File: config.mk
export PLATFORM = sky130hd
export DESIGN_NAME = mdc_top
export DESIGN_NICKNAME = d
export VERILOG_FILES = /design/src/include/mdc_pkg.sv /design/src/verilog/mdc_top.sv
export VERILOG_INCLUDE_DIRS = /design/src /design/src/include
export SDC_FILE = /design/constraint.sdc
export NUM_CORES = 1
export LEC_CHECK = 0
export ABC_AREA = 1
export BUFFER_PORTS_ARGS = -buffer_cell sky130_fd_sc_hd__buf_2
export CAP_MARGIN = 25
export CORE_MARGIN = 8
export CORE_UTILIZATION = 45
export CTS_CLUSTER_DIAMETER = 60
export DETAILED_ROUTE_END_ITERATION = 10
export HOLD_SLACK_MARGIN = 0.1
export SLEW_MARGIN = 10
export SYNTH_ARGS = -nofsm -noshare
export SYNTH_HDL_FRONTEND = slang
export SYNTH_SLANG_ARGS = --single-unit
File: constraint.sdc
create_clock -name pclk -period 3.8 [get_ports pclk]
set_clock_uncertainty 0.1 [all_clocks]
set_input_delay 0.57 -clock pclk [delete_from_list [all_inputs] [get_ports pclk]]
set_output_delay 0.57 -clock pclk [all_outputs]
set_load 0.02 [all_outputs]
File: src/include/mdc_regs.svh
// register map, field positions and timing constants of the modem dial control block
`ifndef MDC_REGS_SVH
`define MDC_REGS_SVH

`define MDC_ADDR_W 8
`define MDC_OFS_MODE 8'h00
`define MDC_OFS_NUM0 8'h04
`define MDC_OFS_NUM5 8'h18
`define MDC_OFS_CTRL 8'h1C
`define MDC_OFS_STAT 8'h20
`define MDC_OFS_PORT 8'h24

`define MDC_MODE_PROG 8'h55
`define MDC_MODE_DED 8'hAA
`define MDC_MODE_RST 16'h0000
`define MDC_NUM_RST 16'h0000

`define MDC_NIB_PAUSE 4'hA
`define MDC_NIB_MAX 4'hC
`define MDC_NIB_END 4'hE
`define MDC_NIBS 24
`define MDC_IDX_LAST 5'd23
`define MDC_REDIAL_MAX 2'd3

`define MDC_CTRL_DIAL 0
`define MDC_STAT_VALID 8
`define MDC_STAT_OWNED 9
`define MDC_STAT_CONN 10

`define MDC_CLK_KHZ 20000
`define MDC_PAUSE_MS 2000
`define MDC_REDIAL_SPAN_MS 180000
`define MDC_PAUSE_CYC (`MDC_PAUSE_MS * `MDC_CLK_KHZ)
`define MDC_GAP_CYC ((`MDC_REDIAL_SPAN_MS / 3) * `MDC_CLK_KHZ)

`endif

File: src/include/mdc_pkg.sv
// types shared by the modem dial control block
package mdc_pkg;

  typedef enum logic [2:0] {
    MDC_IDLE = 3'b000,
    MDC_EVAL = 3'b001,
    MDC_DIAL = 3'b010,
    MDC_PAUSE = 3'b011,
    MDC_WAITC = 3'b100,
    MDC_GAP = 3'b101,
    MDC_ANSWER = 3'b110,
    MDC_CONN = 3'b111
  } mdc_state_e;

  typedef logic [15:0] mdc_word_t;

endpackage

File: src/verilog/mdc_top.sv
// modem dial and connection control for serial port 1, with port 1..4 status flags
//
// Our own choices: the APB interface to the registers and the address map.
`timescale 1ns/1ps
`default_nettype none
`include "mdc_regs.svh"

// Contract
// - mode 55h: program-controlled dialing on port 1
// - mode AAh: dedicated modem, answer and dial
// - other mode values disable all modem behaviour
// - dedicated: own port until connected, then release
// - no number: answer, connect on good inbound
// - number evaluated only at power off-to-on
// - valid number at power-on: dial, then connect
// - up to three redials, then answer mode in mode AAh, idle in mode 55h
// - digits 0-9, A pause, B hash, C star, E end
// - 24 nibbles read from word0 nibble0 upward
// - valid only if E-terminated, earlier nibbles 0-C
// - callback: dial latest written number at once
// - ports 1-4 become program type on use
// - ascii output on port 1 is transmit only
// - modbus master instruction makes ports masters
// - each port has ready and done flags
module mdc_top
  import mdc_pkg::*;
#(
  parameter int unsigned PAUSE_CYC = `MDC_PAUSE_CYC,
  parameter int unsigned GAP_CYC = `MDC_GAP_CYC
)
(
  // clock, reset, enable
  input wire logic pclk,
  input wire logic presetn,
  input wire logic ce,
  // apb slave
  input wire logic psel,
  input wire logic penable,
  input wire logic pwrite,
  input wire logic [`MDC_ADDR_W-1:0] paddr,
  input wire logic [31:0] pwdata,
  output logic [31:0] prdata,
  output logic pready,
  output logic pslverr,
  // power levels of host and modem
  input wire logic host_pwr_on,
  input wire logic modem_pwr_on,
  // modem side
  input wire logic modem_carrier,
  input wire logic modem_inbound_ok,
  input wire logic modem_dial_fail,
  input wire logic remote_callback,
  input wire logic remote_shutdown,
  output logic modem_answer_en,
  output logic [3:0] dial_digit,
  output logic dial_digit_stb,
  output logic dial_done,
  output logic modem_hangup,
  output logic port1_modem_owned,
  output logic port1_rx_en,
  // program instruction use, ports 1..4 on bits 0..3
  input wire logic [3:0] mbus_master_use,
  input wire logic [3:0] link_use,
  input wire logic ascii_out_active,
  input wire logic [3:0] txn_start,
  input wire logic [3:0] txn_end,
  output logic [3:0] port_prog_type,
  output logic [3:0] port_mbus_master,
  output logic [3:0] port_ready,
  output logic [3:0] port_done
);

  // ****************************************
  // register file over apb
  // ****************************************
  mdc_word_t mode_reg;
  mdc_word_t num_reg [6];
  logic [95:0] shadow_reg;
  logic [95:0] live_num;
  logic [31:0] rd_data;
  logic [31:0] stat_word;
  logic [31:0] port_word;
  logic acc_phase;
  logic wr_fire;
  logic hit_num;
  logic hit_any;
  logic [2:0] num_sel;
  logic dial_go;
  mdc_state_e state_reg;
  mdc_state_e state_next;
  logic [1:0] redial_reg;
  logic num_valid;

  assign acc_phase = psel & penable;
  // writes land only on the edge where the master sees pready
  assign wr_fire = ce & acc_phase & pready & pwrite;
  assign hit_num = (paddr >= `MDC_OFS_NUM0) && (paddr <= `MDC_OFS_NUM5) && (paddr[1:0] == 2'b00);
  assign num_sel = 3'((paddr - `MDC_OFS_NUM0) >> 2);
  assign hit_any = (paddr == `MDC_OFS_MODE) || hit_num || (paddr == `MDC_OFS_CTRL)
                   || (paddr == `MDC_OFS_STAT) || (paddr == `MDC_OFS_PORT);
  assign dial_go = wr_fire && (paddr == `MDC_OFS_CTRL) && pwdata[`MDC_CTRL_DIAL];

  assign stat_word = {21'h00_0000, (state_reg == MDC_CONN), port1_modem_owned, num_valid,
                      2'b00, redial_reg, 1'b0, state_reg};
  assign port_word = {20'h0_0000, port_prog_type, port_done, port_ready};
  assign rd_data = (paddr == `MDC_OFS_MODE) ? {16'h0000, mode_reg} :
                   hit_num ? {16'h0000, num_reg[num_sel]} :
                   (paddr == `MDC_OFS_STAT) ? stat_word :
                   (paddr == `MDC_OFS_PORT) ? port_word : 32'h0000_0000;

  always_ff @(posedge pclk or negedge presetn)
  begin
    if (!presetn)
    begin
      pready <= 1'b0;
      pslverr <= 1'b0;
      prdata <= 32'h0000_0000;
    end
    else if (ce)
    begin
      // one wait state: answer in the second access cycle
      pready <= acc_phase & ~pready;
      pslverr <= acc_phase & ~pready & ~hit_any;
      prdata <= (acc_phase & ~pready & ~pwrite) ? rd_data : 32'h0000_0000;
    end
  end

  always_ff @(posedge pclk or negedge presetn)
  begin
    if (!presetn)
      mode_reg <= `MDC_MODE_RST;
    else if (wr_fire && (paddr == `MDC_OFS_MODE))
      mode_reg <= pwdata[15:0];
  end

  genvar gw;
  generate
    for (gw = 0; gw < 6; gw++)
    begin : g_num
      assign live_num[gw*16 +: 16] = num_reg[gw];
      always_ff @(posedge pclk or negedge presetn)
      begin
        if (!presetn)
          num_reg[gw] <= `MDC_NUM_RST;
        else if (wr_fire && hit_num && (num_sel == 3'(gw)))
          num_reg[gw] <= pwdata[15:0];
      end
    end
  endgenerate

  // ****************************************
  // number check
  // ****************************************
  logic [`MDC_NIBS:0] end_seen;
  logic [`MDC_NIBS:0] bad_seen;
  logic [3:0] cur_nib;
  logic [4:0] idx_reg;

  assign end_seen[0] = 1'b0;
  assign bad_seen[0] = 1'b0;
  genvar gn;
  generate
    for (gn = 0; gn < `MDC_NIBS; gn++)
    begin : g_chk
      // nibbles after the end marker are ignored
      assign end_seen[gn+1] = end_seen[gn] | (shadow_reg[gn*4 +: 4] == `MDC_NIB_END);
      assign bad_seen[gn+1] = bad_seen[gn] | (~end_seen[gn] & (shadow_reg[gn*4 +: 4] > `MDC_NIB_MAX)
                              & (shadow_reg[gn*4 +: 4] != `MDC_NIB_END));
    end
  endgenerate
  // an invalid number is the same as none
  assign num_valid = end_seen[`MDC_NIBS] & ~bad_seen[`MDC_NIBS];
  // nibble 0 of word 0 first, nibble 3 of word 5 last
  assign cur_nib = shadow_reg[{idx_reg, 2'b00} +: 4];

  // ****************************************
  // dial and answer state machine
  // ****************************************
  logic mode_ded;
  logic mode_prog;
  logic pwr_prev_reg;
  logic pwr_rise;
  logic [30:0] tmr_reg;
  logic tmr_done;
  logic pause_done;
  logic link_lost;
  logic cb_take;

  // only the two mode codes enable any modem behaviour; port flags run in every mode
  assign mode_ded = (mode_reg[15:8] == `MDC_MODE_DED);
  assign mode_prog = (mode_reg[15:8] == `MDC_MODE_PROG);
  // evaluation trigger is an off-to-on power edge
  assign pwr_rise = (host_pwr_on & modem_pwr_on) & ~pwr_prev_reg;
  assign tmr_done = (tmr_reg == 31'(GAP_CYC - 1));
  assign pause_done = (tmr_reg == 31'(PAUSE_CYC - 1));
  assign link_lost = remote_shutdown | ~modem_carrier;
  assign cb_take = mode_ded & remote_callback & (state_reg != MDC_IDLE);

  always_comb
  begin
    state_next = state_reg;
    case (state_reg)
      MDC_IDLE:
        if (mode_ded && pwr_rise)
          state_next = MDC_EVAL;
        else if (mode_prog && dial_go)
          state_next = MDC_DIAL;
      MDC_EVAL:
        state_next = num_valid ? MDC_DIAL : MDC_ANSWER;
      MDC_DIAL:
        // A pauses, E ends, the rest up to C are sent, D and F are skipped
        if (cur_nib == `MDC_NIB_END || idx_reg == `MDC_IDX_LAST)
          state_next = MDC_WAITC;
        else if (cur_nib == `MDC_NIB_PAUSE)
          state_next = MDC_PAUSE;
      MDC_PAUSE:
        if (pause_done)
          state_next = MDC_DIAL;
      MDC_WAITC:
        if (modem_carrier)
          state_next = MDC_CONN;
        else if (modem_dial_fail)
          // after the third redial give up to answering when dedicated, to idle in program mode
          state_next = (redial_reg == `MDC_REDIAL_MAX) ? (mode_ded ? MDC_ANSWER : MDC_IDLE) : MDC_GAP;
      MDC_GAP:
        if (tmr_done)
          state_next = MDC_DIAL;
      MDC_ANSWER:
        // good inbound call leaves answer mode; carrier of a call being dropped is stale
        if (modem_carrier && modem_inbound_ok && !modem_hangup)
          state_next = MDC_CONN;
      MDC_CONN:
        // shutdown or carrier loss drops the link
        if (link_lost)
          state_next = mode_ded ? MDC_ANSWER : MDC_IDLE;
      default:
        state_next = MDC_IDLE;
    endcase
    // callback dials the latest written number
    if (cb_take)
      state_next = MDC_DIAL;
    // a power cycle re-evaluates the number
    if (mode_ded && pwr_rise)
      state_next = MDC_EVAL;
    if (!mode_ded && !mode_prog)
      state_next = MDC_IDLE;
  end

  always_ff @(posedge pclk or negedge presetn)
  begin
    if (!presetn)
    begin
      state_reg <= MDC_IDLE;
      pwr_prev_reg <= 1'b0;
    end
    else if (ce)
    begin
      state_reg <= state_next;
      pwr_prev_reg <= host_pwr_on & modem_pwr_on;
    end
  end

  always_ff @(posedge pclk or negedge presetn)
  begin
    if (!presetn)
      shadow_reg <= 96'h0;
    // number is sampled at power-on, callback or program dial
    else if (ce && ((mode_ded && (pwr_rise || remote_callback)) || (mode_prog && dial_go)))
      shadow_reg <= live_num;
  end

  always_ff @(posedge pclk or negedge presetn)
  begin
    if (!presetn)
    begin
      idx_reg <= 5'd0;
      tmr_reg <= 31'd0;
      redial_reg <= 2'd0;
    end
    else if (ce)
    begin
      idx_reg <= cb_take ? 5'd0 : (state_reg == MDC_DIAL && state_next == MDC_DIAL) ? idx_reg + 5'd1 :
                 (state_next == MDC_DIAL && state_reg != MDC_PAUSE) ? 5'd0 :
                 (state_reg == MDC_PAUSE && state_next == MDC_DIAL) ? idx_reg + 5'd1 : idx_reg;
      tmr_reg <= (state_next == state_reg && (state_reg == MDC_GAP || state_reg == MDC_PAUSE))
                 ? tmr_reg + 31'd1 : 31'd0;
      // redial count restarts on every fresh dial sequence
      if (state_reg == MDC_WAITC && state_next == MDC_GAP)
        redial_reg <= redial_reg + 2'd1;
      else if (cb_take || state_reg == MDC_IDLE || state_reg == MDC_EVAL || state_reg == MDC_ANSWER
               || state_reg == MDC_CONN)
        redial_reg <= 2'd0;
    end
  end

  // ****************************************
  // modem and port 1 outputs
  // ****************************************
  always_ff @(posedge pclk or negedge presetn)
  begin
    if (!presetn)
    begin
      modem_answer_en <= 1'b0;
      dial_digit <= 4'h0;
      dial_digit_stb <= 1'b0;
      dial_done <= 1'b0;
      modem_hangup <= 1'b0;
      port1_modem_owned <= 1'b0;
      port1_rx_en <= 1'b1;
    end
    else if (ce)
    begin
      modem_answer_en <= (state_next == MDC_ANSWER);
      dial_digit_stb <= (state_reg == MDC_DIAL) && (cur_nib <= `MDC_NIB_MAX) && (cur_nib != `MDC_NIB_PAUSE);
      dial_digit <= (state_reg == MDC_DIAL) ? cur_nib : 4'h0;
      dial_done <= (state_reg != MDC_WAITC) && (state_next == MDC_WAITC);
      modem_hangup <= (state_reg == MDC_CONN) && (state_next != MDC_CONN);
      // dedicated port stays with the modem until connected
      port1_modem_owned <= mode_ded && (state_next != MDC_CONN);
      // ascii output never listens on port 1
      port1_rx_en <= ~ascii_out_active;
    end
  end

  // ****************************************
  // port 1..4 type and status flags
  // ****************************************
  genvar gp;
  generate
    for (gp = 0; gp < 4; gp++)
    begin : g_port
      always_ff @(posedge pclk or negedge presetn)
      begin
        if (!presetn)
        begin
          port_prog_type[gp] <= 1'b0;
          port_mbus_master[gp] <= 1'b0;
          port_ready[gp] <= 1'b1;
          port_done[gp] <= 1'b0;
        end
        else if (ce)
        begin
          // instruction use switches to program type
          port_prog_type[gp] <= mbus_master_use[gp] | link_use[gp];
          // modbus instruction polls slaves as master
          port_mbus_master[gp] <= mbus_master_use[gp];
          // ready falls on start; done set wins over clear
          port_ready[gp] <= txn_end[gp] | (port_ready[gp] & ~txn_start[gp]);
          port_done[gp] <= txn_end[gp] | (port_done[gp] & ~txn_start[gp]);
        end
      end
    end
  endgenerate

  // ****************************************
  // assertions
  // ****************************************
  property p_mode_off;
    @(posedge pclk) disable iff (!presetn)
    ce && !mode_ded && !mode_prog |=> state_reg == MDC_IDLE;
  endproperty
  a_mode_off: assert property (p_mode_off) else $error("modem state active while disabled");

  property p_owned;
    @(posedge pclk) disable iff (!presetn)
    ce && mode_ded |=> port1_modem_owned == (state_reg != MDC_CONN);
  endproperty
  a_owned: assert property (p_owned) else $error("port 1 released before connect");

  property p_answer_conn;
    @(posedge pclk) disable iff (!presetn)
    ce && mode_ded && state_reg == MDC_ANSWER && modem_carrier && modem_inbound_ok && !pwr_rise
    && !remote_callback && !modem_hangup |=> state_reg == MDC_CONN ##1 !modem_answer_en || !ce;
  endproperty
  a_answer_conn: assert property (p_answer_conn) else $error("answer did not connect");

  property p_eval;
    @(posedge pclk) disable iff (!presetn)
    ce && mode_ded && state_reg == MDC_EVAL && !pwr_rise && !remote_callback
    |=> state_reg == (num_valid ? MDC_DIAL : MDC_ANSWER);
  endproperty
  a_eval: assert property (p_eval) else $error("wrong branch after number check");

  property p_redial;
    @(posedge pclk) disable iff (!presetn)
    ce && mode_ded && state_reg == MDC_WAITC && modem_dial_fail && !modem_carrier
    && redial_reg == 2'd3 && !pwr_rise && !remote_callback |=> state_reg == MDC_ANSWER;
  endproperty
  a_redial: assert property (p_redial) else $error("no answer mode after last redial");

  property p_callback;
    @(posedge pclk) disable iff (!presetn)
    ce && mode_ded && remote_callback && state_reg != MDC_IDLE && !pwr_rise |=> state_reg == MDC_DIAL;
  endproperty
  a_callback: assert property (p_callback) else $error("callback did not start dialing");

  property p_digit;
    @(posedge pclk) disable iff (!presetn)
    dial_digit_stb |-> dial_digit <= 4'hC && dial_digit != 4'hA;
  endproperty
  a_digit: assert property (p_digit) else $error("bad digit sent to modem");

  property p_ascii;
    @(posedge pclk) disable iff (!presetn)
    ce && ascii_out_active |=> !port1_rx_en;
  endproperty
  a_ascii: assert property (p_ascii) else $error("port 1 receives during ascii output");

  property p_done;
    @(posedge pclk) disable iff (!presetn)
    ce && txn_end[0] |=> port_done[0] && port_ready[0];
  endproperty
  a_done: assert property (p_done) else $error("done flag missed transaction end");

  property p_prog;
    @(posedge pclk) disable iff (!presetn)
    ce && (mbus_master_use[1] || link_use[1]) |=> port_prog_type[1];
  endproperty
  a_prog: assert property (p_prog) else $error("port not switched to program type");

endmodule
`default_nettype wire

# ---- Word level (Yosys, flattened, before mapping)
# Index checks and enable logic that the tools add are counted.
# Widths: inputs -> output; s select.
dict set report totals {
  reg_bits 310
  inputBits 70
  wordCells 398
}
dict set report op_classes {
  addsub 4
  n_lt_le_gt_ge 28
  eq_ne 80
  shift 1
  muxes 32
  bitwise_logic 161
  reduce_logical 53
}
# op count
set op_table {}
lappend op_table {{$eq 4x4->1 const B} 26}
lappend op_table {{$ne 4x4->1 const B} 25}
lappend op_table {{$gt 4x4->1 const B} 24}
lappend op_table {{$shiftx 96x8->4} 1}
lappend op_table {{$mux 16} 5}
lappend op_table {{$and 1x1->1} 67}
lappend op_table {{$or 1x1->1} 59}
lappend op_table {{$bmux 16 s3} 1}
lappend op_table {{$mux 3} 15}
lappend op_table {{$not 1->1} 34}
lappend op_table {{$add 31x1->31 const B} 1}
lappend op_table {{$eq 31x26->1 const B} 1}
lappend op_table {{$eq 31x31->1 const B} 1}
lappend op_table {{$mux 31} 1}
lappend op_table {{$logic_and 1x1->1} 29}
lappend op_table {{$eq 3x3->1 const B} 9}
lappend op_table {{$mux 12} 2}
lappend op_table {{$pmux 3 s8} 1}
lappend op_table {{$mux 5} 4}
lappend op_table {{$eq 8x6->1 const B} 2}
lappend op_table {{$eq 3x2->1 const B} 5}
lappend op_table {{$logic_or 1x1->1} 12}
lappend op_table {{$eq 8x5->1 const B} 1}
lappend op_table {{$eq 8x7->1 const B} 1}
lappend op_table {{25 further kinds} 32}

# ---- Longest topological paths before layout
# Gate-level depths: netlist of the first run.
dict set report logic_depth {
  ltp_word 40
  mapped_depth 23
}

# ---- Worst setup path after synthesis of the first run
# Ideal clock, no wire load.
dict set report synth_path {
  path_type {input-to-reg}
  startpoint {input paddr[2]}
  endpoint {register num_reg, in the netlist live_num[0]}
  t_arrival_ns 2.780
  slack_ns 0.787
  cell_stages 12
  path_buffers 3
  path_cell_list {clkbuf_1 clkinv_1 clkbuf_1 ha_1 nor3_1 nor3_1 nand2_1 nor4_2 nand3_1 clkbuf_1 nand2_1 o21ai_0}
}
dict set report synth_via {
  elab_chain_len 5
  word_cells_on_any_way 8
}
# element line
set synth_rtl {}
lappend synth_rtl {{from (decl)} mdc_top.sv:40} ;# input wire logic [`MDC_ADDR_W-1:0] paddr,
lappend synth_rtl {{$ge 8x3->1 (no source line) / $le 8x5->1 (equally long branches)} n/a}
lappend synth_rtl {{$logic_and 1x1->1 (2 in a row)} mdc_top.sv:97} ;# assign hit_num = (paddr >= `MDC_OFS_NUM0) && (paddr <= `MDC_OFS_NUM5) && (paddr[1:0] == 2'b00);
lappend synth_rtl {{$logic_and 1x1->1} mdc_top.sv:145} ;# else if (wr_fire && hit_num && (num_sel == 3'(gw)))
lappend synth_rtl {{$logic_and 1x1->1 *} mdc_top.sv:145}
lappend synth_rtl {{to (signal, indexed assignment)} mdc_top.sv:144} ;# num_reg[gw] <= `MDC_NUM_RST;
lappend synth_rtl {{to (signal, indexed assignment)} mdc_top.sv:146} ;# num_reg[gw] <= pwdata[15:0];
lappend synth_rtl {{to (decl)} mdc_top.sv:77} ;# mdc_word_t num_reg [6];
# Mark *: on every way between the ends. The rest lies on a longest branch, timed or not.
# A chain may end at the register's enable or synchronous reset.

# ---- Worst setup path in the final report of the first run
dict set report layout_path {
  startpoint {register shadow_reg[14]}
  endpoint {register tmr_reg[9]}
}
dict set report layout_via {
  elab_chain_len 35
  word_cells_on_any_way 123
}
# element line
set layout_rtl {}
lappend layout_rtl {{from (decl)} mdc_top.sv:78} ;# logic [95:0] shadow_reg;
lappend layout_rtl {{from (signal assigned)} mdc_top.sv:269} ;# shadow_reg <= live_num;
lappend layout_rtl {{branches (longest 28 deep; another with $gt 4x4->1)} n/a}
lappend layout_rtl {{$pmux 3 s8 *} mdc_top.sv:202} ;# case (state_reg)
lappend layout_rtl {{$mux 3 *} mdc_top.sv:240} ;# if (cb_take)
lappend layout_rtl {{$mux 3 *} mdc_top.sv:243} ;# if (mode_ded && pwr_rise)
lappend layout_rtl {{$mux 3 *} mdc_top.sv:245} ;# if (!mode_ded && !mode_prog)
lappend layout_rtl {{$eq 3x3->1 *} mdc_top.sv:285} ;# tmr_reg <= (state_next == state_reg && (state_reg == MDC_GAP || state_reg == MDC_PAUSE))
lappend layout_rtl {{$logic_and 1x1->1 *} mdc_top.sv:285}
lappend layout_rtl {{$mux 31 *} mdc_top.sv:286} ;# ? tmr_reg + 31'd1 : 31'd0;
lappend layout_rtl {{to (signal assigned)} mdc_top.sv:285}
lappend layout_rtl {{to (decl)} mdc_top.sv:183} ;# logic [30:0] tmr_reg;
# Every way passes the cells marked *.

==> impl_metrics.json, run 1 <==
{
  "antenna_cells": 0,
  "async_reset_ff_frac": 1.000,
  "max_cap_violations": 0,
  "vias": 13030,
  "die-area_um2": 39490,
  "grt-ovfl-total": 0,
  "p_total_w": 0.007173,
  "path_clk_slew_ns": 0.06,
  "irDropWorstVdd_mv": 0.3522,
  "die_h_um": 198.7,
  "r2r_slack_ns": 0.45,
  "worstPathCellList": "nand2_1 > inv_1 > nand3_1 > inv_1 > nor2_1 > nand4_1 > nor2_1 > nand4_1 > nor2_1 > nand4_1 > nand4_1 > nand2_1 > nand2_1 > nand2_1 > nand2_1 > nand2_2 > buf_4 > a21oi_2",
  "synth-main-ff-cell": "dfrtp_1",
  "dr.pass1.iters": 6,
  "period_needed_ns": 3.349,
  "ys_warn_count": 0,
  "placement.cell_area_um2": 15920,
  "final_core_util": 0.5173,
  "holdWs_ns": 0.1127,
  "reg2reg_to": "tmr_reg[9]",
  "setup_viol": 0,
  "gp_congestion": 0.9361,
  "min_path_cells": 2,
  "avgSynthCellArea_um2": 8.116,
  "rsz0062_at_grt": "false",
  "syn_area_um2": 15020,
  "synth.area.top_cells": "dfrtp_1, nand2_1, o21ai_0",
  "cp.arrival_ns": 3.71,
  "h-tree-depth": 2,
  "drt_iter0_drc": 1320,
  "antenna_found_initial": 2,
  "status": "finished clean",
  "final_antenna_net_count": 0,
  "required_ns": 4.16,
  "boundaryPins": 130,
  "cpMostUsedCell": "nand2_1",
  "finalMaxSlewViolations": 0,
  "clk_latency_ns": 0.55,
  "cts_tree": "done",
  "dp_hpwl_um": 34120,
  "critPathKind": "reg -> reg",
  "synth_commonest_cells": "nand2_1, dfrtp_1, o21ai_0, inv_1, nor2_1",
  "grt_pass1_wl_um": 73340,
  "track_usage": 0.2410,
  "port_buffers": 97,
  "powerDensity_nw_per_um2": 417.7,
  "chipWidth_um": 198.7,
  "seq_area_um2": 7363,
  "synth_top_cell_by_area": "dfrtp_1",
  "cts_root_buf": "clkbuf_16",
  "hold_end": "port1_rx_en",
  "core_area_um2": 33200,
  "synth.ff_latch_count": 294,
  "seq_area_frac_synth": 0.4901,
  "leakagePower_nw": 8.065,
  "design_area_um2": 17170,
  "core.rowCount": 67,
  "syn2layout_area_growth_pct": 14.30,
  "viasPerCell": 5.419,
  "grt_max_degree": 99,
  "tns_ns": 0,
  "drive_above_1_share": 0.1441,
  "start_util": 0.4525,
  "cp_slowest_cell": "dfrtp_1",
  "finalCritPeriodShare": 0.8813,
  "r2r_start": "shadow_reg[14]",
  "path_max_fanout": 14,
  "fillers": 3263,
  "routed_wl_um": 47170,
  "syn-instance-count": 1851,
  "hp-start": "ascii_out_active",
  "cpPeakStageDelay_ns": 0.43,
  "max_freq_ghz": 0.2986,
  "cts_made_buffers": 37,
  "r2r_cells": 18,
  "worstHoldPathType": "in -> reg",
  "synth.most_common_cell": "nand2_1",
  "cts.sink_count": 294,
  "yosysUniqueCellTypes": 51,
  "max-slew-margin-rel": 0.3995,
  "clockBufferDepth": 3,
  "grt_pass1_vias": 12550,
  "multiInputGateArea_um2": 6455,
  "wire_per_inst_um": 19.61,
  "worstMarginPinSlew_ns": 0.9007,
  "worstSetupEndpointType": "register",
  "synth_edf_count": 0,
  "yosysTopAreaCellShare": 0.4814,
  "drc": 0,
  "start_kind": "register",
  "hold_viol_final": 0,
  "fin_nets": 2010
}
-- final cells by class --
cell class	count	area share
sequential	294	0.4288
multi-input combinational	1271	0.3759
clock buffer	49	0.06128
timing repair buffer	132	0.04795
inverter	194	0.04241
tap	448	0.03264
clock inverter	17	0.01100
-- logic make-up (layout without fill, tap and decap cells) --
kind of cell | count (synthesis) | count (layout) | share of synthesized area
other | 1 | 16 | 0.0002496
flip-flops | 294 | 294 | 0.4901
adder cells (fa/ha/maj) | 10 | 10 | 0.008328
AO/OA/AOI/OAI | 476 | 476 | 0.1796
multiplexers | 29 | 29 | 0.02174
AND/OR/NAND/NOR | 715 | 715 | 0.2010
buffers and inverters | 301 | 392 | 0.08445
XOR/XNOR | 25 | 25 | 0.01457
-- power breakdown --
group	internal, W	total (W)	switching [W]
Combinational	0.000101	0.000423	0.000322
Clock	0.00216	0.00357	0.00141
Sequential	0.00316	0.00318	0.0000180
Total	0.00543	0.00717	0.00175
-- per-stage QoR --
stage	cells	worst slack (ns)
5_1_grt	2405	0.09290
6_report	2405	0.4509
2_1_floorplan	1866	0.7872
3_3_place_gp	2338	0.5219
4_1_cts	2405	0.4669
3_5_place_dp	2338	0.4526
-- how the worst max path moves through the flow --
stage	from	end	slack (ns)	depth (start not counted)
finish	shadow_reg[14]	tmr_reg[9]	0.45	18
global route	idx_reg[0]	tmr_reg[20]	0.09	19
CTS	idx_reg[0]	tmr_reg[9]	0.47	19
detailed placement	idx_reg[0]	tmr_reg[22]	0.45	19
global placement	idx_reg[0]	tmr_reg[20]	0.52	19
floorplan	paddr[2]	live_num[0]	0.79	12
-- cells in the final DEF, fill, tap and decap left out, drive strengths merged, types with 3 or more instances in the layout --
cell type and n:
xnor2 5, dfstp 5, bufinv 3, mux2 29, o31ai 3, nand4 29, a22oi 4, clkinv 13
o21ai 298, a31oi 3, a32o 3, nor4 10, a22o 7, ha 10, nor2 148, nor3 24
a32oi 3, o211ai 24, buf 131, nand3 93, xor2 20, clkbuf 49, clkinvlp 3, inv 192
conb 16, o221ai 4, o2111ai 4, nand2 405, o22ai 10, dfrtp 289, a21oi 108
-- routing by layer --
metal | global-route usage | part of all wire | vias up
li1 | - | - | 6286
met1 | 0.3473 | 0.46 | 6298
met2 | 0.3724 | 0.46 | 369
met3 | 0.03164 | 0.056 | 75
met4 | 0.07741 | 0.025 | 4
met5 | 0 | 0.00061 | -
-- critical path, delay by kind of cell (launching register included) --
family / cells / cell delay [ns]
and+or+nand+nor: 14 / 2.19
DFF: 1 / 0.43
buffers and inverters: 3 / 0.39
AOI/OAI and AO/OA: 1 / 0.12
-- timing repair --
item	4_1_cts	5_1_grt
endpoints found under the setup margin	0	0
hold endpoints to repair	72	0
gates resized for setup	0	0
hold buffers	1	0
setup buffers	0	0
Power figures use the tool's default switching activity.
==> run 2: changes to the inputs <==
ABC_AREA = unset   (was 1)
==> run 2 against run 1 <==
Critical path type unchanged; flip-flop and latch count did not move; synthesized area fell by 2.9%; synthesized cell count fell by 36%; power fell by 6.5%.
==> impl_metrics.json, run 2 <==
{
  "status": "finished clean",
  "synth_edf_count": 0,
  "boundaryPins": 130,
  "worstPathCellList": "buf_4 > mux2i_1 > a221oi_1 > a22oi_1 > and3_1 > o41ai_2 > o311a_1 > or4_4 > and2_4 > nor2_1",
  "dp_hpwl_um": 31000,
  "avgSynthCellArea_um2": 12.27,
  "required_ns": 4.08,
  "worstHoldPathType": "in -> reg",
  "start_kind": "register",
  "clockBufferDepth": 3,
  "grt_pass1_wl_um": 64860,
  "finalMaxSlewViolations": 0,
  "port_buffers": 97,
  "grt-ovfl-total": 0,
  "viasPerCell": 5.860,
  "chipWidth_um": 196.1,
  "clk_latency_ns": 0.51,
  "critPathKind": "reg -> reg",
  "synth_top_cell_by_area": "dfrtp_1",
  "irDropWorstVdd_mv": 0.2702,
  "cpPeakStageDelay_ns": 0.56,
  "p_switching_w": 0.001548,
  "met1_length_um": 18840,
  "pre_cts_ws_ns": 0.1438,
  "wl_met2_um": 19360,
  "core.rowCount": 66,
  "antenna_found_initial": 0,
  "async_reset_ff_frac": 1.000,
  "synth-main-ff-cell": "dfrtp_1",
  "power.share.clock": 0.471,
  "power_frac_seq": 0.475,
  "cts_made_buffers": 35,
  "fin_nets": 1384,
  "synth.most_common_cell": "dfrtp_1",
  "drt_iter0_drc": 642,
  "postCtsSetupRepairBufs": 0,
  "dr.max_layer_used": "met4",
  "drive_above_1_share": 0.3426,
  "final_antenna_net_count": 0,
  "cts.sink_count": 294,
  "start_util": 0.4530,
  "path_max_fanout": 28,
  "cts_tree": "done",
  "die_h_um": 196.1,
  "combPwrFrac": 0.054,
  "cp.arrival_ns": 3.88,
  "cts_root_buf": "clkbuf_16",
  "seq_area_frac_synth": 0.5047,
  "vias": 10160,
  "setup_viol": 0,
  "tns_ns": 0,
  "h-tree-depth": 2,
  "core_area_um2": 32210,
  "yosysTopAreaCellShare": 0.4957,
  "synth.ff_latch_count": 294,
  "worstMarginPinSlew_ns": 0.8211,
  "path_clk_slew_ns": 0.06,
  "routed_wl_um": 41640,
  "period_needed_ns": 3.605,
  "dr.pass1.iters": 5,
  "grt_pass1_vias": 10410,
  "track_usage": 0.2181,
  "p_int_w": 0.005162,
  "synth.area.top_cells": "dfrtp_1, mux2_2, mux4_2",
  "antenna_cells": 0,
  "hold_viol_final": 0,
  "wire_per_inst_um": 24.03,
  "leakagePower_nw": 7.808,
  "wl_met3_um": 2234,
  "drc": 0,
  "rsz0062_at_grt": "false",
  "cp_slowest_cell": "dfrtp_2",
  "syn2layout_area_growth_pct": 14.85,
  "max-slew-margin-rel": 0.4506,
  "layout_common_cells": "dfrtp_1, mux2_2, buf_2",
  "yosysUniqueCellTypes": 79,
  "netSwitchingFraction": 0.2307,
  "finalCritPeriodShare": 0.9486,
  "syn-instance-count": 1189,
  "die-area_um2": 38440,
  "max_freq_ghz": 0.2774,
  "powerDensity_nw_per_um2": 400.5,
  "layout_commonest_cell": "dfrtp_1",
  "setup_ws_ns": 0.1953,
  "worstSetupEndpointType": "register",
  "ys_warn_count": 0,
  "max_cap_violations": 0,
  "synth_commonest_cells": "dfrtp_1, mux2_2, nor2_1, nand2_1",
  "syn_area_um2": 14590,
  "grt_max_degree": 99,
  "gp_congestion": 0.9361
}
run 2: cell types whose count changed after synthesis, sizes merged, moves of 19 or more:
| cell | change |
|---|---|
| o2bb2ai | +22 |
| nand4b | +20 |
| nor2 | -72 |
| mux2i | +41 |
| mux4 | +28 |
| mux2 | +189 |
| nand3 | -55 |
| o211ai | -19 |
| nand2 | -333 |
| a21oi | -81 |
| clkbuf | -23 |
| o21ai | -270 |
| inv | -174 |
run 2: worst paths after layout:
check	startpoint	cells past startpoint	slack, ns	to
worst min register to register	prdata[14]	1	0.39	prdata[14]
worst max-delay path	idx_reg[0]	10	0.20	tmr_reg[16]
max in group asynchronous	presetn	3	2.10	shadow_reg[42]
worst max register to register	idx_reg[0]	10	0.20	tmr_reg[16]
worst min-delay path	ascii_out_active	2	0.12	port1_rx_en
min in group asynchronous	presetn	2	0.54	port_mbus_master[1]
run 2: power by group through the flow:
stage	Sequential [W]	Clock [W]	Combinational (W)
2_1_floorplan	0.00326	0	0.000150
3_3_place_gp	0.00324	0	0.000368
3_5_place_dp	0.00324	0	0.000370
4_1_cts	0.00319	0.00325	0.000372
5_1_grt	0.00319	0.00337	0.000402
6_report	0.00319	0.00316	0.000365
run 2: layout make-up:
class	instances	area [um^2]
inverter	17	63.81
tap	408	510.5
multi-input combinational	818	6828
fill	2862	15450
timing repair buffer	138	905.9
sequential	294	7365
clock inverter	10	88.84
clock buffer	48	994.7
run 2: timing repair:
item / 4_1_cts / 5_1_grt
gates resized for setup: 0 / 0
hold endpoints to repair: 65 / 0
hold buffers: 1 / 0
setup endpoints to repair: 0 / 0
run 2: cells by family after synthesis:
family	after synthesis	share of synthesized area
XOR/XNOR	29	0.01741
adder cells (fa/ha/maj)	10	0.008576
multiplexers	287	0.2396
AND/OR/NAND/NOR	311	0.1144
other	1	0.0002570
buffers and inverters	92	0.03190
flip-flops	294	0.5047
AO/OA/AOI/OAI	165	0.08311
run 2: stage by stage:
stage	total power, W	hold slack, ns	instances	utilization	instance area (um^2)
floorplan	0.003413	0.1744	1204	-	14650
global placement	0.003609	0.3656	1674	0.4863	15660
detailed placement	0.003612	0.3742	1674	0.4863	15660
CTS	0.006806	0.1027	1733	0.5203	16760
global route	0.006962	0.1082	1733	0.5203	16760
finish	0.006710	0.1165	1733	0.5203	16760
run 2: layer usage:
layer / vias to the layer above / GRT usage
met3: 69 / 0.03975
met5: - / 0
li1: 4653 / -
met2: 252 / 0.3499
met4: 0 / 0.06794
met1: 5181 / 0.2976
run 2: worst max-delay path, delay by kind of cell, from the launching register on:
family,cells,cell delay [ns]
AOI/OAI and AO/OA,4,1.57
buffers and inverters,1,0.27
DFF,1,0.56
muxes,1,0.10
and+or+nand+nor,4,0.86
